==> src/isc_regs.svh <==
`ifndef ISC_REGS_SVH
`define ISC_REGS_SVH
`define ISC_NREG 137
`define ISC_A_ID 8'h00
`define ISC_A_REV 8'h01
`define ISC_A_CLKDIV 8'h05
`define ISC_A_PWRRST 8'h06
`define ISC_A_SLAVE 8'h07
`define ISC_A_OPCTL 8'h09
`define ISC_A_VIDCFG 8'h10
`define ISC_A_VERTICAL_SCAN_CONFIG 8'h11
`define ISC_A_HORIZONTAL_SCAN_CONFIG 8'h13
`define ISC_A_INTCFG 8'h15
`define ISC_A_ROWS 8'h19
`define ISC_A_ROWE 8'h1a
`define ISC_A_ROWL 8'h1b
`define ISC_A_COLS 8'h1c
`define ISC_A_COLE 8'h1d
`define ISC_A_COLL 8'h1e
`define ISC_A_FDLY_H 8'h20
`define ISC_A_FDLY_L 8'h21
`define ISC_A_RDLY_H 8'h22
`define ISC_A_RDLY_L 8'h23
`define ISC_A_EXP_H 8'h24
`define ISC_A_EXP_L 8'h25
`define ISC_A_SNAP 8'h30
`define ISC_A_SNAP_H 8'h31
`define ISC_A_SNAP_L 8'h32
`define ISC_A_BLK_CFG 8'h40
`define ISC_A_BLK_GOAL 8'h41
`define ISC_A_GAIN0 8'h42
`define ISC_A_GAIN3 8'h45
`define ISC_A_BIAS0 8'h46
`define ISC_A_BIAS3 8'h49
`define ISC_A_CMAP 8'h4a
`define ISC_A_FSYNC 8'h50
`define ISC_A_LSYNC 8'h51
`define ISC_A_VBUS_A 8'h52
`define ISC_A_VBUS_B 8'h53
`define ISC_A_VBUS_C 8'h54
`define ISC_A_VBUS_D 8'h55
`define ISC_A_INIT1 8'h80
`define ISC_A_PIXBIAS 8'h83
`define ISC_A_PWRCTL 8'h85
`define ISC_A_INIT2 8'h88
`define ISC_R_SLAVE 8'haa
`define ISC_R_OPCTL 8'h02
`define ISC_R_VIDCFG 8'h01
`define ISC_R_SCAN 8'h04
`define ISC_R_INTCFG 8'h08
`define ISC_R_ROWE 8'h80
`define ISC_R_LOWS 8'h23
`define ISC_R_COLE 8'ha0
`define ISC_R_DLY_L 8'h08
`define ISC_R_SNAP 8'h07
`define ISC_R_SNAP_H 8'h1f
`define ISC_R_SNAP_L 8'h7f
`define ISC_R_BLK_CFG 8'h07
`define ISC_R_BLK_GOAL 8'h10
`define ISC_R_CMAP 8'h1b
`define ISC_R_SYNC 8'h08
`define ISC_R_VBUS_B 8'h0c
`define ISC_R_VBUS_C 8'hf0
`define ISC_R_PIXBIAS 8'h1e
`define ISC_R_PWRCTL 8'h81
`define ISC_M_CLKDIV 8'h06
`define ISC_M_PWRRST 8'h01
`define ISC_M_OPCTL 8'h0e
`define ISC_M_BIT0 8'h01
`define ISC_M_SCAN 8'h07
`define ISC_M_INTCFG 8'h08
`define ISC_M_ROWL 8'h3f
`define ISC_M_COLL 8'h27
`define ISC_M_7BIT 8'h7f
`define ISC_M_DLY_L 8'h1f
`define ISC_M_EXP_H 8'h0f
`define ISC_M_SNAP 8'h3f
`define ISC_M_BLK_CFG 8'h0f
`define ISC_B_SENRST 1
`define ISC_B_FSMRST 0
`define ISC_B_DIMGAIN 3
`define ISC_B_SYNCDRV 2
`define ISC_B_DIR 2
`define ISC_B_SUB 1
`define ISC_B_AVG 0
`define ISC_B_PARTIAL 3
`define ISC_P_CTRL 12'h000
`define ISC_P_TARGET 12'h004
`define ISC_P_WDATA 12'h008
`define ISC_P_STATUS 12'h00c
`endif

==> src/isc_pkg.sv <==
package isc_pkg;
  typedef logic [7:0] isc_byte_t;
  typedef enum logic [1:0] {ISC_H_IDLE, ISC_H_REQ, ISC_H_DROP} isc_hst_state_t;
endpackage : isc_pkg

==> src/isc_link_if.sv <==
`timescale 1ns/1ps
interface isc_link_if;
  logic req;
  logic [6:0] sla;
  logic rnw;
  logic seq;
  logic [7:0] addr;
  logic [7:0] wdata;
  logic ack;
  logic nak;
  logic [7:0] rdata;
  modport dev (input req, sla, rnw, seq, addr, wdata, output ack, nak, rdata);
  modport hst (output req, sla, rnw, seq, addr, wdata, input ack, nak, rdata);
endinterface : isc_link_if

==> src/isc_sensor_regs.sv <==
`timescale 1ns/1ps
`include "isc_regs.svh"
module isc_sensor_regs
  import isc_pkg::*;
#(
  parameter logic [7:0] DEVICE_ID = 8'h3c, // arbitrary value
  parameter logic [7:0] SILICON_REV = 8'h01 // arbitrary value
)(
  input wire logic I_CLK,
  input wire logic I_RSTN,
  isc_link_if.dev link,
  input wire logic I_FRAME_UPDATE,
  output logic O_HCLK_TICK,
  output logic O_SENSOR_RESET,
  output logic O_FSM_RESET,
  output logic O_POWER_DOWN,
  output logic O_DIM_SCENE_GAIN,
  output logic O_SYNC_DRIVER_SELECT,
  output logic O_COLOR_MODE,
  output logic O_VERTICAL_READOUT_DIRECTION,
  output logic O_VERTICAL_SUBSAMPLE,
  output logic O_VERTICAL_MEAN_ENABLE,
  output logic O_HORIZONTAL_READOUT_DIRECTION,
  output logic O_HORIZONTAL_SUBSAMPLE,
  output logic O_HORIZONTAL_MEAN_ENABLE,
  output logic O_PARTIAL_FRAME_EXPOSURE_ENABLE,
  output logic [10:0] O_WINDOW_FIRST_ROW,
  output logic [10:0] O_WINDOW_LAST_ROW,
  output logic [10:0] O_WINDOW_FIRST_COLUMN,
  output logic [10:0] O_WINDOW_LAST_COLUMN
);

  function automatic isc_byte_t rst_val(input isc_byte_t a);
    unique case (a)
      `ISC_A_SLAVE: rst_val = `ISC_R_SLAVE;
      `ISC_A_OPCTL: rst_val = `ISC_R_OPCTL;
      `ISC_A_VIDCFG: rst_val = `ISC_R_VIDCFG;
      `ISC_A_VERTICAL_SCAN_CONFIG, `ISC_A_HORIZONTAL_SCAN_CONFIG: rst_val = `ISC_R_SCAN;
      `ISC_A_INTCFG: rst_val = `ISC_R_INTCFG;
      `ISC_A_ROWE: rst_val = `ISC_R_ROWE;
      `ISC_A_ROWL, `ISC_A_COLL: rst_val = `ISC_R_LOWS;
      `ISC_A_COLE: rst_val = `ISC_R_COLE;
      `ISC_A_FDLY_L, `ISC_A_RDLY_L: rst_val = `ISC_R_DLY_L;
      `ISC_A_SNAP: rst_val = `ISC_R_SNAP;
      `ISC_A_SNAP_H: rst_val = `ISC_R_SNAP_H;
      `ISC_A_SNAP_L: rst_val = `ISC_R_SNAP_L;
      `ISC_A_BLK_CFG: rst_val = `ISC_R_BLK_CFG;
      `ISC_A_BLK_GOAL: rst_val = `ISC_R_BLK_GOAL;
      `ISC_A_CMAP: rst_val = `ISC_R_CMAP;
      `ISC_A_FSYNC, `ISC_A_LSYNC: rst_val = `ISC_R_SYNC;
      `ISC_A_VBUS_B: rst_val = `ISC_R_VBUS_B;
      `ISC_A_VBUS_C: rst_val = `ISC_R_VBUS_C;
      `ISC_A_PIXBIAS: rst_val = `ISC_R_PIXBIAS;
      `ISC_A_PWRCTL: rst_val = `ISC_R_PWRCTL;
      default: rst_val = 8'h00;
    endcase
  endfunction : rst_val

  // writable bits; zero mask marks a hole or a read-only location
  function automatic isc_byte_t wr_mask(input isc_byte_t a);
    unique case (a)
      `ISC_A_CLKDIV: wr_mask = `ISC_M_CLKDIV;
      `ISC_A_PWRRST: wr_mask = `ISC_M_PWRRST;
      `ISC_A_OPCTL: wr_mask = `ISC_M_OPCTL;
      `ISC_A_VIDCFG: wr_mask = `ISC_M_BIT0;
      `ISC_A_VERTICAL_SCAN_CONFIG, `ISC_A_HORIZONTAL_SCAN_CONFIG: wr_mask = `ISC_M_SCAN;
      `ISC_A_INTCFG: wr_mask = `ISC_M_INTCFG;
      `ISC_A_ROWL: wr_mask = `ISC_M_ROWL;
      `ISC_A_COLL: wr_mask = `ISC_M_COLL;
      `ISC_A_FDLY_L, `ISC_A_EXP_L, `ISC_A_SNAP_L: wr_mask = `ISC_M_7BIT;
      `ISC_A_RDLY_L: wr_mask = `ISC_M_DLY_L;
      `ISC_A_EXP_H: wr_mask = `ISC_M_EXP_H;
      `ISC_A_SNAP: wr_mask = `ISC_M_SNAP;
      `ISC_A_BLK_CFG: wr_mask = `ISC_M_BLK_CFG;
      `ISC_A_SLAVE, `ISC_A_ROWS, `ISC_A_ROWE, `ISC_A_COLS, `ISC_A_COLE,
      `ISC_A_FDLY_H, `ISC_A_RDLY_H, `ISC_A_SNAP_H, `ISC_A_BLK_GOAL,
      `ISC_A_BIAS0, 8'h47, 8'h48, `ISC_A_BIAS3, `ISC_A_CMAP,
      `ISC_A_FSYNC, `ISC_A_LSYNC, `ISC_A_VBUS_A, `ISC_A_VBUS_B,
      `ISC_A_VBUS_C, `ISC_A_VBUS_D, `ISC_A_INIT1, `ISC_A_PIXBIAS,
      `ISC_A_PWRCTL, `ISC_A_INIT2: wr_mask = 8'hff;
      default: wr_mask = (a >= `ISC_A_GAIN0 && a <= `ISC_A_GAIN3) ? `ISC_M_7BIT : 8'h00;
    endcase
  endfunction : wr_mask

  function automatic logic is_dbuf(input isc_byte_t a);
    is_dbuf = (a == `ISC_A_VERTICAL_SCAN_CONFIG) || (a == `ISC_A_HORIZONTAL_SCAN_CONFIG) || (a == `ISC_A_INTCFG)
           || (a >= `ISC_A_ROWS && a <= `ISC_A_COLL)
           || (a >= `ISC_A_FDLY_H && a <= `ISC_A_EXP_L)
           || (a >= `ISC_A_SNAP && a <= `ISC_A_SNAP_L);
  endfunction : is_dbuf

  isc_byte_t sh_r [0:`ISC_NREG-1];
  isc_byte_t act_r [0:`ISC_NREG-1];
  isc_byte_t ptr_r;
  isc_byte_t rdata_r;
  isc_byte_t acc_addr;
  logic resp_r;
  logic ack_r;
  logic nak_r;
  logic sen_rst_r;
  logic fsm_rst_r;
  logic [2:0] div_cnt_r;
  logic [2:0] div_last;
  logic take;
  logic accept;
  logic wr_en;
  logic burst_en;

  assign burst_en = sh_r[`ISC_A_SLAVE][0];
  // one action per request; the flag holds off the request's second cycle
  assign take = link.req && !resp_r;
  assign acc_addr = link.seq ? ptr_r : link.addr;
  assign accept = (link.sla == sh_r[`ISC_A_SLAVE][7:1])
               && !(link.seq && (link.rnw || !burst_en));
  assign wr_en = take && accept && !link.rnw;

  always_ff @(posedge I_CLK or negedge I_RSTN)
  begin
    if (!I_RSTN)
    begin
      resp_r <= 1'b0;
      ack_r <= 1'b0;
      nak_r <= 1'b0;
      rdata_r <= 8'h00;
      ptr_r <= 8'h00;
    end
    else
    begin
      resp_r <= take;
      ack_r <= take && accept;
      nak_r <= take && !accept;
      if (take && accept)
      begin
        ptr_r <= acc_addr + 8'h01;
        if (acc_addr == `ISC_A_ID)
          rdata_r <= DEVICE_ID;
        else if (acc_addr == `ISC_A_REV)
          rdata_r <= SILICON_REV;
        else if (acc_addr < 8'(`ISC_NREG))
          rdata_r <= sh_r[acc_addr] & wr_mask(acc_addr);
        else
          rdata_r <= 8'h00;
      end
    end
  end

  assign link.ack = ack_r;
  assign link.nak = nak_r;
  assign link.rdata = rdata_r;

  // self-clearing strobes: never stored, so they read back as zero
  always_ff @(posedge I_CLK or negedge I_RSTN)
  begin
    if (!I_RSTN)
    begin
      sen_rst_r <= 1'b0;
      fsm_rst_r <= 1'b0;
    end
    else
    begin
      sen_rst_r <= wr_en && acc_addr == `ISC_A_PWRRST && link.wdata[`ISC_B_SENRST];
      fsm_rst_r <= wr_en && acc_addr == `ISC_A_OPCTL && link.wdata[`ISC_B_FSMRST];
    end
  end

  // shadow and live copies; a full sensor reset reloads both
  generate
    for (genvar g = 0; g < `ISC_NREG; g++)
    begin : g_reg
      localparam isc_byte_t AD = 8'(g);
      // reset value fixed at elaboration so the reset branch loads a constant
      localparam isc_byte_t RV = rst_val(AD);
      always_ff @(posedge I_CLK or negedge I_RSTN)
      begin
        if (!I_RSTN)
          sh_r[g] <= RV;
        else if (sen_rst_r)
          sh_r[g] <= RV;
        else if (wr_en && acc_addr == AD)
          sh_r[g] <= (link.wdata & wr_mask(AD)) | (sh_r[g] & ~wr_mask(AD));
      end
      always_ff @(posedge I_CLK or negedge I_RSTN)
      begin
        if (!I_RSTN)
          act_r[g] <= RV;
        else if (sen_rst_r)
          act_r[g] <= RV;
        else if (!is_dbuf(AD) || I_FRAME_UPDATE)
          act_r[g] <= sh_r[g];
      end
    end
  endgenerate

  // divider field 0..3 means divide by 1, 2, 4, 6
  always_comb
  begin
    unique case (act_r[`ISC_A_CLKDIV][2:1])
      2'd0: div_last = 3'd0;
      2'd1: div_last = 3'd1;
      2'd2: div_last = 3'd3;
      2'd3: div_last = 3'd5;
    endcase
  end

  // counter frozen in power-down so no tick escapes
  always_ff @(posedge I_CLK or negedge I_RSTN)
  begin
    if (!I_RSTN)
      div_cnt_r <= 3'd0;
    else if (sen_rst_r)
      div_cnt_r <= 3'd0;
    else if (!O_POWER_DOWN)
      div_cnt_r <= (div_cnt_r >= div_last) ? 3'd0 : div_cnt_r + 3'd1;
  end

  assign O_POWER_DOWN = act_r[`ISC_A_PWRRST][0];
  assign O_HCLK_TICK = !O_POWER_DOWN && (div_cnt_r >= div_last);
  assign O_SENSOR_RESET = sen_rst_r;
  assign O_FSM_RESET = fsm_rst_r;
  assign O_DIM_SCENE_GAIN = act_r[`ISC_A_OPCTL][`ISC_B_DIMGAIN];
  assign O_SYNC_DRIVER_SELECT = act_r[`ISC_A_OPCTL][`ISC_B_SYNCDRV];
  assign O_COLOR_MODE = act_r[`ISC_A_VIDCFG][0];
  assign O_VERTICAL_READOUT_DIRECTION = act_r[`ISC_A_VERTICAL_SCAN_CONFIG][`ISC_B_DIR];
  assign O_VERTICAL_MEAN_ENABLE = act_r[`ISC_A_VERTICAL_SCAN_CONFIG][`ISC_B_AVG];
  assign O_VERTICAL_SUBSAMPLE = act_r[`ISC_A_VERTICAL_SCAN_CONFIG][`ISC_B_SUB]
                              | act_r[`ISC_A_VERTICAL_SCAN_CONFIG][`ISC_B_AVG];
  assign O_HORIZONTAL_READOUT_DIRECTION = act_r[`ISC_A_HORIZONTAL_SCAN_CONFIG][`ISC_B_DIR];
  assign O_HORIZONTAL_MEAN_ENABLE = act_r[`ISC_A_HORIZONTAL_SCAN_CONFIG][`ISC_B_AVG];
  assign O_HORIZONTAL_SUBSAMPLE = act_r[`ISC_A_HORIZONTAL_SCAN_CONFIG][`ISC_B_SUB]
                                | act_r[`ISC_A_HORIZONTAL_SCAN_CONFIG][`ISC_B_AVG];
  assign O_PARTIAL_FRAME_EXPOSURE_ENABLE = act_r[`ISC_A_INTCFG][`ISC_B_PARTIAL];
  assign O_WINDOW_FIRST_ROW = {act_r[`ISC_A_ROWS], act_r[`ISC_A_ROWL][5:3]};
  assign O_WINDOW_LAST_ROW = {act_r[`ISC_A_ROWE], act_r[`ISC_A_ROWL][2:0]};
  // first-column bits 1:0 are hard zero in the array decoder
  assign O_WINDOW_FIRST_COLUMN = {act_r[`ISC_A_COLS], act_r[`ISC_A_COLL][5], 2'b00};
  assign O_WINDOW_LAST_COLUMN = {act_r[`ISC_A_COLE], act_r[`ISC_A_COLL][2:0]};

endmodule : isc_sensor_regs

==> src/flat_wrapper.sv <==
// flat-port wrapper written by rule: the top's interface ports become plain ports
module isc_sensor_regs_flat import isc_pkg::*;
#(
  parameter logic [7:0] DEVICE_ID = 8'h3c,                   
  parameter logic [7:0] SILICON_REV = 8'h01                   
)
  (I_CLK, I_RSTN, I_FRAME_UPDATE, O_HCLK_TICK, O_SENSOR_RESET, O_FSM_RESET, O_POWER_DOWN, O_DIM_SCENE_GAIN, O_SYNC_DRIVER_SELECT, O_COLOR_MODE, O_VERTICAL_READOUT_DIRECTION, O_VERTICAL_SUBSAMPLE, O_VERTICAL_MEAN_ENABLE, O_HORIZONTAL_READOUT_DIRECTION, O_HORIZONTAL_SUBSAMPLE, O_HORIZONTAL_MEAN_ENABLE, O_PARTIAL_FRAME_EXPOSURE_ENABLE, O_WINDOW_FIRST_ROW, O_WINDOW_LAST_ROW, O_WINDOW_FIRST_COLUMN, O_WINDOW_LAST_COLUMN, link_req, link_sla, link_rnw, link_seq, link_addr, link_wdata, link_ack, link_nak, link_rdata);
  isc_link_if link_i ();
  input wire logic I_CLK;
  input wire logic I_RSTN;
  input wire logic I_FRAME_UPDATE;
  output logic O_HCLK_TICK;
  output logic O_SENSOR_RESET;
  output logic O_FSM_RESET;
  output logic O_POWER_DOWN;
  output logic O_DIM_SCENE_GAIN;
  output logic O_SYNC_DRIVER_SELECT;
  output logic O_COLOR_MODE;
  output logic O_VERTICAL_READOUT_DIRECTION;
  output logic O_VERTICAL_SUBSAMPLE;
  output logic O_VERTICAL_MEAN_ENABLE;
  output logic O_HORIZONTAL_READOUT_DIRECTION;
  output logic O_HORIZONTAL_SUBSAMPLE;
  output logic O_HORIZONTAL_MEAN_ENABLE;
  output logic O_PARTIAL_FRAME_EXPOSURE_ENABLE;
  output logic [10:0] O_WINDOW_FIRST_ROW;
  output logic [10:0] O_WINDOW_LAST_ROW;
  output logic [10:0] O_WINDOW_FIRST_COLUMN;
  output logic [10:0] O_WINDOW_LAST_COLUMN;
  input wire logic [$bits(link_i.req)-1:0] link_req;
  input wire logic [$bits(link_i.sla)-1:0] link_sla;
  input wire logic [$bits(link_i.rnw)-1:0] link_rnw;
  input wire logic [$bits(link_i.seq)-1:0] link_seq;
  input wire logic [$bits(link_i.addr)-1:0] link_addr;
  input wire logic [$bits(link_i.wdata)-1:0] link_wdata;
  output wire logic [$bits(link_i.ack)-1:0] link_ack;
  output wire logic [$bits(link_i.nak)-1:0] link_nak;
  output wire logic [$bits(link_i.rdata)-1:0] link_rdata;
  assign link_i.req = link_req;
  assign link_i.sla = link_sla;
  assign link_i.rnw = link_rnw;
  assign link_i.seq = link_seq;
  assign link_i.addr = link_addr;
  assign link_i.wdata = link_wdata;
  assign link_ack = link_i.ack;
  assign link_nak = link_i.nak;
  assign link_rdata = link_i.rdata;
  isc_sensor_regs #(.DEVICE_ID(DEVICE_ID), .SILICON_REV(SILICON_REV)) u_core (.I_CLK(I_CLK), .I_RSTN(I_RSTN), .link(link_i), .I_FRAME_UPDATE(I_FRAME_UPDATE), .O_HCLK_TICK(O_HCLK_TICK), .O_SENSOR_RESET(O_SENSOR_RESET), .O_FSM_RESET(O_FSM_RESET), .O_POWER_DOWN(O_POWER_DOWN), .O_DIM_SCENE_GAIN(O_DIM_SCENE_GAIN), .O_SYNC_DRIVER_SELECT(O_SYNC_DRIVER_SELECT), .O_COLOR_MODE(O_COLOR_MODE), .O_VERTICAL_READOUT_DIRECTION(O_VERTICAL_READOUT_DIRECTION), .O_VERTICAL_SUBSAMPLE(O_VERTICAL_SUBSAMPLE), .O_VERTICAL_MEAN_ENABLE(O_VERTICAL_MEAN_ENABLE), .O_HORIZONTAL_READOUT_DIRECTION(O_HORIZONTAL_READOUT_DIRECTION), .O_HORIZONTAL_SUBSAMPLE(O_HORIZONTAL_SUBSAMPLE), .O_HORIZONTAL_MEAN_ENABLE(O_HORIZONTAL_MEAN_ENABLE), .O_PARTIAL_FRAME_EXPOSURE_ENABLE(O_PARTIAL_FRAME_EXPOSURE_ENABLE), .O_WINDOW_FIRST_ROW(O_WINDOW_FIRST_ROW), .O_WINDOW_LAST_ROW(O_WINDOW_LAST_ROW), .O_WINDOW_FIRST_COLUMN(O_WINDOW_FIRST_COLUMN), .O_WINDOW_LAST_COLUMN(O_WINDOW_LAST_COLUMN));
endmodule
==> config.mk <==
export PLATFORM = sky130hd
export DESIGN_NAME = isc_sensor_regs_flat
export DESIGN_NICKNAME = d
export VERILOG_FILES = /design/src/isc_pkg.sv /design/src/isc_link_if.sv /design/src/isc_sensor_regs.sv /design/src/flat_wrapper.sv
export VERILOG_INCLUDE_DIRS = /design/src
export SDC_FILE = /design/constraint.sdc
export NUM_CORES = 1
export LEC_CHECK = 0
export BUFFER_PORTS_ARGS = -buffer_cell sky130_fd_sc_hd__buf_2
export CORE_ASPECT_RATIO = 1.5
export CORE_MARGIN = 3
export CORE_UTILIZATION = 69
export CTS_BUF_LIST = sky130_fd_sc_hd__clkbuf_8
export DETAILED_ROUTE_END_ITERATION = 10
export PLACE_DENSITY = 0.88
export RECOVER_POWER = 50
export SLEW_MARGIN = 20
export SYNTH_ARGS = -nofsm -noshare
export SYNTH_HDL_FRONTEND = slang
export SYNTH_SLANG_ARGS = --single-unit
==> constraint.sdc <==
create_clock -name I_CLK -period 5.5 [get_ports I_CLK]
set_input_delay 0.275 -clock I_CLK [delete_from_list [all_inputs] [get_ports I_CLK]]
set_output_delay 0.275 -clock I_CLK [all_outputs]
set_load 0.03 [all_outputs]
Yosys cells after proc, flatten, opt, wreduce, memory -nomap -nowiden

Index checks and enable logic that the tools add are counted.

Muxes and demuxes: 127
Equal/unequal tests: 50
Reductions and logical operators: 114
Order comparisons: 5
Bitwise operators: 24
Add/sub/neg operators: 2

Operators with widths:

| cell                | count |
|---|---|
| $mux 8              | 106 |
| $eq 8x7->1 const B  | 17 |
| $reduce_bool 2->1   | 45 |
| $pmux 8 s11         | 1 |
| $eq 8x5->1 const B  | 10 |
| $eq 8x6->1 const B  | 9 |
| $bmux 8 s8          | 1 |
| $or 7x8->8          | 7 |
| $logic_and 1x1->1   | 54 |
| $eq 8x8->1 const B  | 4 |
| $or 4x8->8          | 4 |
| $eq 8x3->1 const B  | 3 |
| $mux 3              | 8 |
| $mux 6              | 4 |
| $or 3x8->8          | 3 |
| $or 6x8->8          | 3 |
| $reduce_or 24->1    | 1 |
| $or 1x8->8          | 2 |
| $mux 4              | 3 |
| $pmux 3 s4          | 1 |
| $ge 9x9->1 const B  | 1 |
| $not 8->9           | 1 |
| $add 8x1->8 const B | 1 |
| $and 8x8->8         | 1 |
| other kinds (21)    | 32 |

Flip-flop bits (word level): 439
Bits of input ports: 29
Output and inout port bits: 68
Logic and storage cells: 387

Depth between registers and ports, before layout

Word-level depth: 13
Gate-level depth with buffers: 17
Depth with buffers taken out: 10

Worst setup path before layout

OpenSTA, ideal clock, no wires.

Path kind: input-to-reg
From: input port link_seq
To: register u_core.rdata_r[3] (netlist: u_core.link.rdata[3])
Arrival time: 3.445 ns
Stages: 14
Path slack: 1.988 ns
Path buffers: 6
Library setup time: 0.067 ns
Data required time: 5.433 ns
Cells stage by stage: buf_2 buf_2 mux2i_1 inv_2 buf_2 buf_2 buf_1 ha_1 clkbuf_1 nand3_1 a311o_1 and2_1 a31oi_1 a32o_1

Cells in the longest elaborated chain, start to end: 13
Elaborated cells between the ends (all ways): 71
Classes of those cells: order compare: 3; eq/ne: 41; mux: 13; bitwise: 2; reduce/logical: 12

Ends and longest elaborated chain:

| item                                                             | RTL line               | RTL |
|---|---|---|
| start: declaration                                               | flat_wrapper.sv:33     | `input wire logic [$bits(link_i.seq)-1:0] link_seq;` |
| $mux 8                                                           | isc_sensor_regs.sv:112 | `assign acc_addr = link.seq ? ptr_r : link.addr;` |
| $ge 8x7->1 (no source line) / $le 8x7->1 (equally long branches) | -                      |  |
| $logic_and 1x1->1 (no source line)                               | -                      |  |
| $mux 7                                                           | isc_sensor_regs.sv:81  | `` default: wr_mask = (a >= `ISC_A_GAIN0 && a <= `ISC_A_GAIN3) ? `ISC_M_7BIT : 8'h00; `` |
| $pmux 8 s11                                                      | isc_sensor_regs.sv:61  | `unique case (a)` |
| $mux 8                                                           | isc_sensor_regs.sv:139 | `` else if (acc_addr < 8'(`ISC_NREG)) `` |
| $mux 8                                                           | isc_sensor_regs.sv:137 | `` else if (acc_addr == `ISC_A_REV) `` |
| $mux 8                                                           | isc_sensor_regs.sv:135 | `` if (acc_addr == `ISC_A_ID) `` |
| $mux 8                                                           | isc_sensor_regs.sv:132 | `if (take && accept)` |
| $and 8x8->8                                                      | isc_sensor_regs.sv:140 | `rdata_r <= sh_r[acc_addr] & wr_mask(acc_addr);` |
| $mux 8                                                           | isc_sensor_regs.sv:139 |  |
| $mux 8                                                           | isc_sensor_regs.sv:137 |  |
| $mux 8                                                           | isc_sensor_regs.sv:135 |  |
| end signal: assignment                                           | isc_sensor_regs.sv:140 |  |
| end: declaration                                                 | isc_sensor_regs.sv:95  | `isc_byte_t rdata_r;` |

Parallel ways exist; a longest one is shown, timed or not. The select of a mux whose other input is x is not followed.
A chain may end at the register's enable or synchronous reset.

Worst setup path in the final report

From: register u_core.sh_r[1035] in the netlist's numbering
To: register u_core.sh_r[498] in the netlist's numbering

Cells in the longest elaborated chain, start to end: 6

Ends and longest elaborated chain:

| item                               | RTL line               | RTL |
|---|---|---|
| start: declaration                 | isc_sensor_regs.sv:92  | `` isc_byte_t sh_r [0:`ISC_NREG-1]; `` |
| start signal: indexed assignment   | isc_sensor_regs.sv:180 | `sh_r[g] <= (link.wdata & wr_mask(AD)) \| (sh_r[g] & ~wr_mask(AD));` |
| $eq 7x7->1                         | isc_sensor_regs.sv:113 | `` assign accept = (link.sla == sh_r[`ISC_A_SLAVE][7:1]) `` |
| $logic_and 1x1->1                  | isc_sensor_regs.sv:113 |  |
| $logic_and 1x1->1 (2 in series)    | isc_sensor_regs.sv:115 | `assign wr_en = take && accept && !link.rnw;` |
| $logic_and 1x1->1                  | isc_sensor_regs.sv:179 | `else if (wr_en && acc_addr == AD)` |
| $reduce_bool 2->1 (no source line) | -                      |  |

Every way passes these cells.

==> results.sh <==
export IMPL_status="finished with violations"
export IMPL_violations="max-capacitance violations, max-slew violations"
export IMPL_dr_total_vias=16640
export IMPL_layout_drive_gt1_share_pct=13.86
export IMPL_cts_buffers=53
export IMPL_n_antenna_cell=0
export IMPL_crit_chain="xor2_1 > a2111o_1 > or3_1 > nor2_4 > nand3_2 > nor2_1 > mux2i_1 > nor2_1"
export IMPL_wl_per_cell_um=26.47
export IMPL_clk_path_buf_depth=3
export IMPL_ir_worst_vdd_uv=325.7
export IMPL_yosysWarnings=0
export IMPL_gp_congestion=1.014
export IMPL_max_slew_margin_pct=-110.3
export IMPL_max_stage_delay_ns=0.97
export IMPL_clk_pin_slew_worst_paths_ns=0.06
export IMPL_antenna_found_initial=0
export IMPL_port_buffers=94
export IMPL_coreArea_um2=27410
export IMPL_final_common_cell="dfrtp_1"
export IMPL_drt_iter0_drc=2139
export IMPL_grt_pass1_wl_um=97450
export IMPL_power_density_nw_per_um2=268.0
export IMPL_clockRootBuffer="clkbuf_8"
export IMPL_ys_types=74
export IMPL_dp_final_hpwl_um=41040
export IMPL_cp_arrival_ns=4.61
export IMPL_maxCapViolations=3
export IMPL_slew_violations=289
export IMPL_synth_edf_count=0
export IMPL_htree_levels=2
export IMPL_crit_buf_inv=0
export IMPL_grt_ovfl_total=0
export IMPL_end_kind="register"
export IMPL_design_area_um2=20650
export IMPL_crit_top_cell="nor2_1"
export IMPL_synthTopCellsByArea="dfrtp_1 38%, mux2i_1 13%, dfstp_2 9.5%"
export IMPL_synth_async_reset_ratio_pct=100.0
export IMPL_nNetsFinal=2042
export IMPL_worstSetupPathType="reg2reg"
export IMPL_post_route_min_period_ns=4.235
export IMPL_area_growth_pct=7.170
export IMPL_setup_viol=0
export IMPL_fin_cells=2391
export IMPL_synth_seq_cells=363
export IMPL_grt_util_all_layers_pct=42.27
export IMPL_viasPerCell=6.961
export IMPL_die_height_um=210.7
export IMPL_max_slew_worst_pin_slew_ns=3.154
export IMPL_cts_resized=0
export IMPL_p_leak_nw=9.479
export IMPL_ant_nets=0
export IMPL_drcViolationCount=0
export IMPL_rsz0062_at_grt="no"
export IMPL_grt_max_degree=244
export IMPL_synth_area_um2=19270
export IMPL_setup_tns_ns=0
export IMPL_clkLatencyLatePin_ns=0.64
export IMPL_critPathLaunchType="register"
export IMPL_final_cell_mix="293 x dfrtp_1, 277 x nor2_1, 240 x mux2i_1"
export IMPL_synth_cells=2025
export IMPL_post_dp_cell_area_um2=19540
export IMPL_path_max_fanout=15
export IMPL_min_path_type="in2reg"
export IMPL_netlist_area_leader_share_pct=38.06
export IMPL_synth_main_ff_cell="dfrtp_1"
export IMPL_synth_area_per_cell_um2=9.514
export IMPL_boundaryPins=97
export IMPL_max_freq_mhz=236.1
export IMPL_start_util_pct=70.30
export IMPL_clock_skew_ns=0.04004
export IMPL_dieWidth_um=142.4
export IMPL_period_share_pct=76.99
export IMPL_die_area_um2=30000
export IMPL_path_delay_family="simple AND/OR/NAND/NOR gates"
export IMPL_placedCellCount=2289
export IMPL_num_rows=74
export IMPL_crit_slowest_cell="nor2_1"
export IMPL_ys_seq_area_share_pct=47.60
export IMPL_fill_cells=1890
export IMPL_drt_pre_antenna_iters=9
export IMPL_cts_num_sinks=363
export IMPL_preCtsSetupSlack_ns=1.174
export IMPL_hold_violations=0
export IMPL_grt_pass1_vias=16460
export IMPL_cts_tree="built"
export IMPL_setup_ws_ns=1.265
export IMPL_drt_total_wl_um=63290
export IMPL_yosysTopAreaCell="dfrtp_1"
export IMPL_cp_required_ns=5.88
[metal layers]
metal  vias up  GRT usage (%)  share of wire (%)
li1       7012              -                  -
met1      8094          53.61                 36
met2      1195          64.87                 46
met3       342          10.51                 10
met4         0          27.19                7.9
met5         -              0                  0
[tightest hold or removal path, cell delays in order]
cell	delay [ns]
buf_2	0.08
xnor2_1	0.05
nand4_1	0.08
o21a_1	0.11
[where the power goes]
part / internal, mW / switching, mW / total (mW)
combinational: 0.104 / 0.346 / 0.450
clock: 1.30 / 1.09 / 2.39
sequential: 2.69 / 0.00926 / 2.69
[synthesized netlist by cell type (8+ instances only)]
cell,count
a211o_1,61
buf_4,46
nand2_1,205
nand2b_1,16
a22oi_1,11
nor2_2,13
a21oi_1,139
a31oi_1,23
nor2b_1,65
o21ai_0,111
a211oi_1,8
o22ai_1,12
nor3_1,22
xnor2_1,9
dfstp_2,70
mux4_2,8
clkbuf_1,115
mux2i_1,244
nand4_1,8
a221oi_1,8
inv_1,14
dfrtp_1,293
ha_1,9
buf_2,30
o221ai_1,9
buf_1,16
or2_2,12
nand3_1,41
nor2_4,8
nor2_1,277
[state kept, by name (all words and copies together) (netlist names), 3 cells and up]
| register | cells |
|---|---|
| u_core.O_WINDOW_FIRST_ROW | 11 |
| u_core.link.rdata | 8 |
| u_core.sh_r | 283 |
| u_core.div_cnt_r | 3 |
| u_core.ptr_r | 8 |
| u_core.act_r | 4 |
| u_core.O_WINDOW_LAST_ROW | 11 |
| u_core.O_WINDOW_FIRST_COLUMN | 9 |
| u_core.O_WINDOW_LAST_COLUMN | 11 |
[per-stage QoR]
step                hold WS (ns)  total power, mW  utilization (%)
floorplan               -0.02059            2.979                -
global placement          0.3794            3.177            71.31
detailed placement        0.3924            3.178            71.31
CTS                      0.01531            5.525            75.70
global route             0.03811            5.680            75.34
finish                   0.02077            5.534            75.34
[worst paths after layout]
| check | to | from | depth (start not counted) | slack, ns |
|---|---|---|---|---|
| max | u_core.sh_r[498]$_DFFE_PN0P_ | u_core.sh_r[1035]$_DFFE_PN1P_ | 8 | 1.27 |
| min | u_core.link.nak$_DFF_PN0_ | link_sla[1] | 4 | 0.02 |
| max reg2reg | u_core.sh_r[498]$_DFFE_PN0P_ | u_core.sh_r[1035]$_DFFE_PN1P_ | 8 | 1.27 |
| min reg2reg | u_core.link.rdata[7]$_DFFE_PN0P_ | u_core.link.rdata[7]$_DFFE_PN0P_ | 2 | 0.48 |
| max in group asynchronous | u_core.sh_r[562]$_DFFE_PN0N_ | I_RSTN | 3 | 1.44 |
| min in group asynchronous | u_core.O_POWER_DOWN$_DFF_PN0_ | I_RSTN | 2 | 1.04 |
[final cells by class]
type / instances / area, um2 / share of cell area [%]
flip-flops and latches: 363 / 9171 / 44.42
well taps: 342 / 427.9 / 2.072
multi-input cells: 1440 / 9106 / 44.10
clock buffers: 67 / 922.1 / 4.466
repair buffers: 130 / 696.9 / 3.375
clock inverters: 33 / 262.8 / 1.273
inverters: 16 / 60.06 / 0.2909
[kinds of logic after synthesis]
kind of cell	synth area share, %
AND/OR/NAND/NOR	16.84
AO/OA/AOI/OAI	14.90
flip-flops	47.60
multiplexers	14.02
buffers and inverters	5.436
XOR/XNOR	0.5910
adder cells (fa/ha/maj)	0.5845
other	0.01946
[what timing repair did]
item                      4_1_cts  5_1_grt
hold endpoints to repair       77        0
hold buffers                    2        0
buffers inserted                0        0
Power figures use the tool's default switching activity.
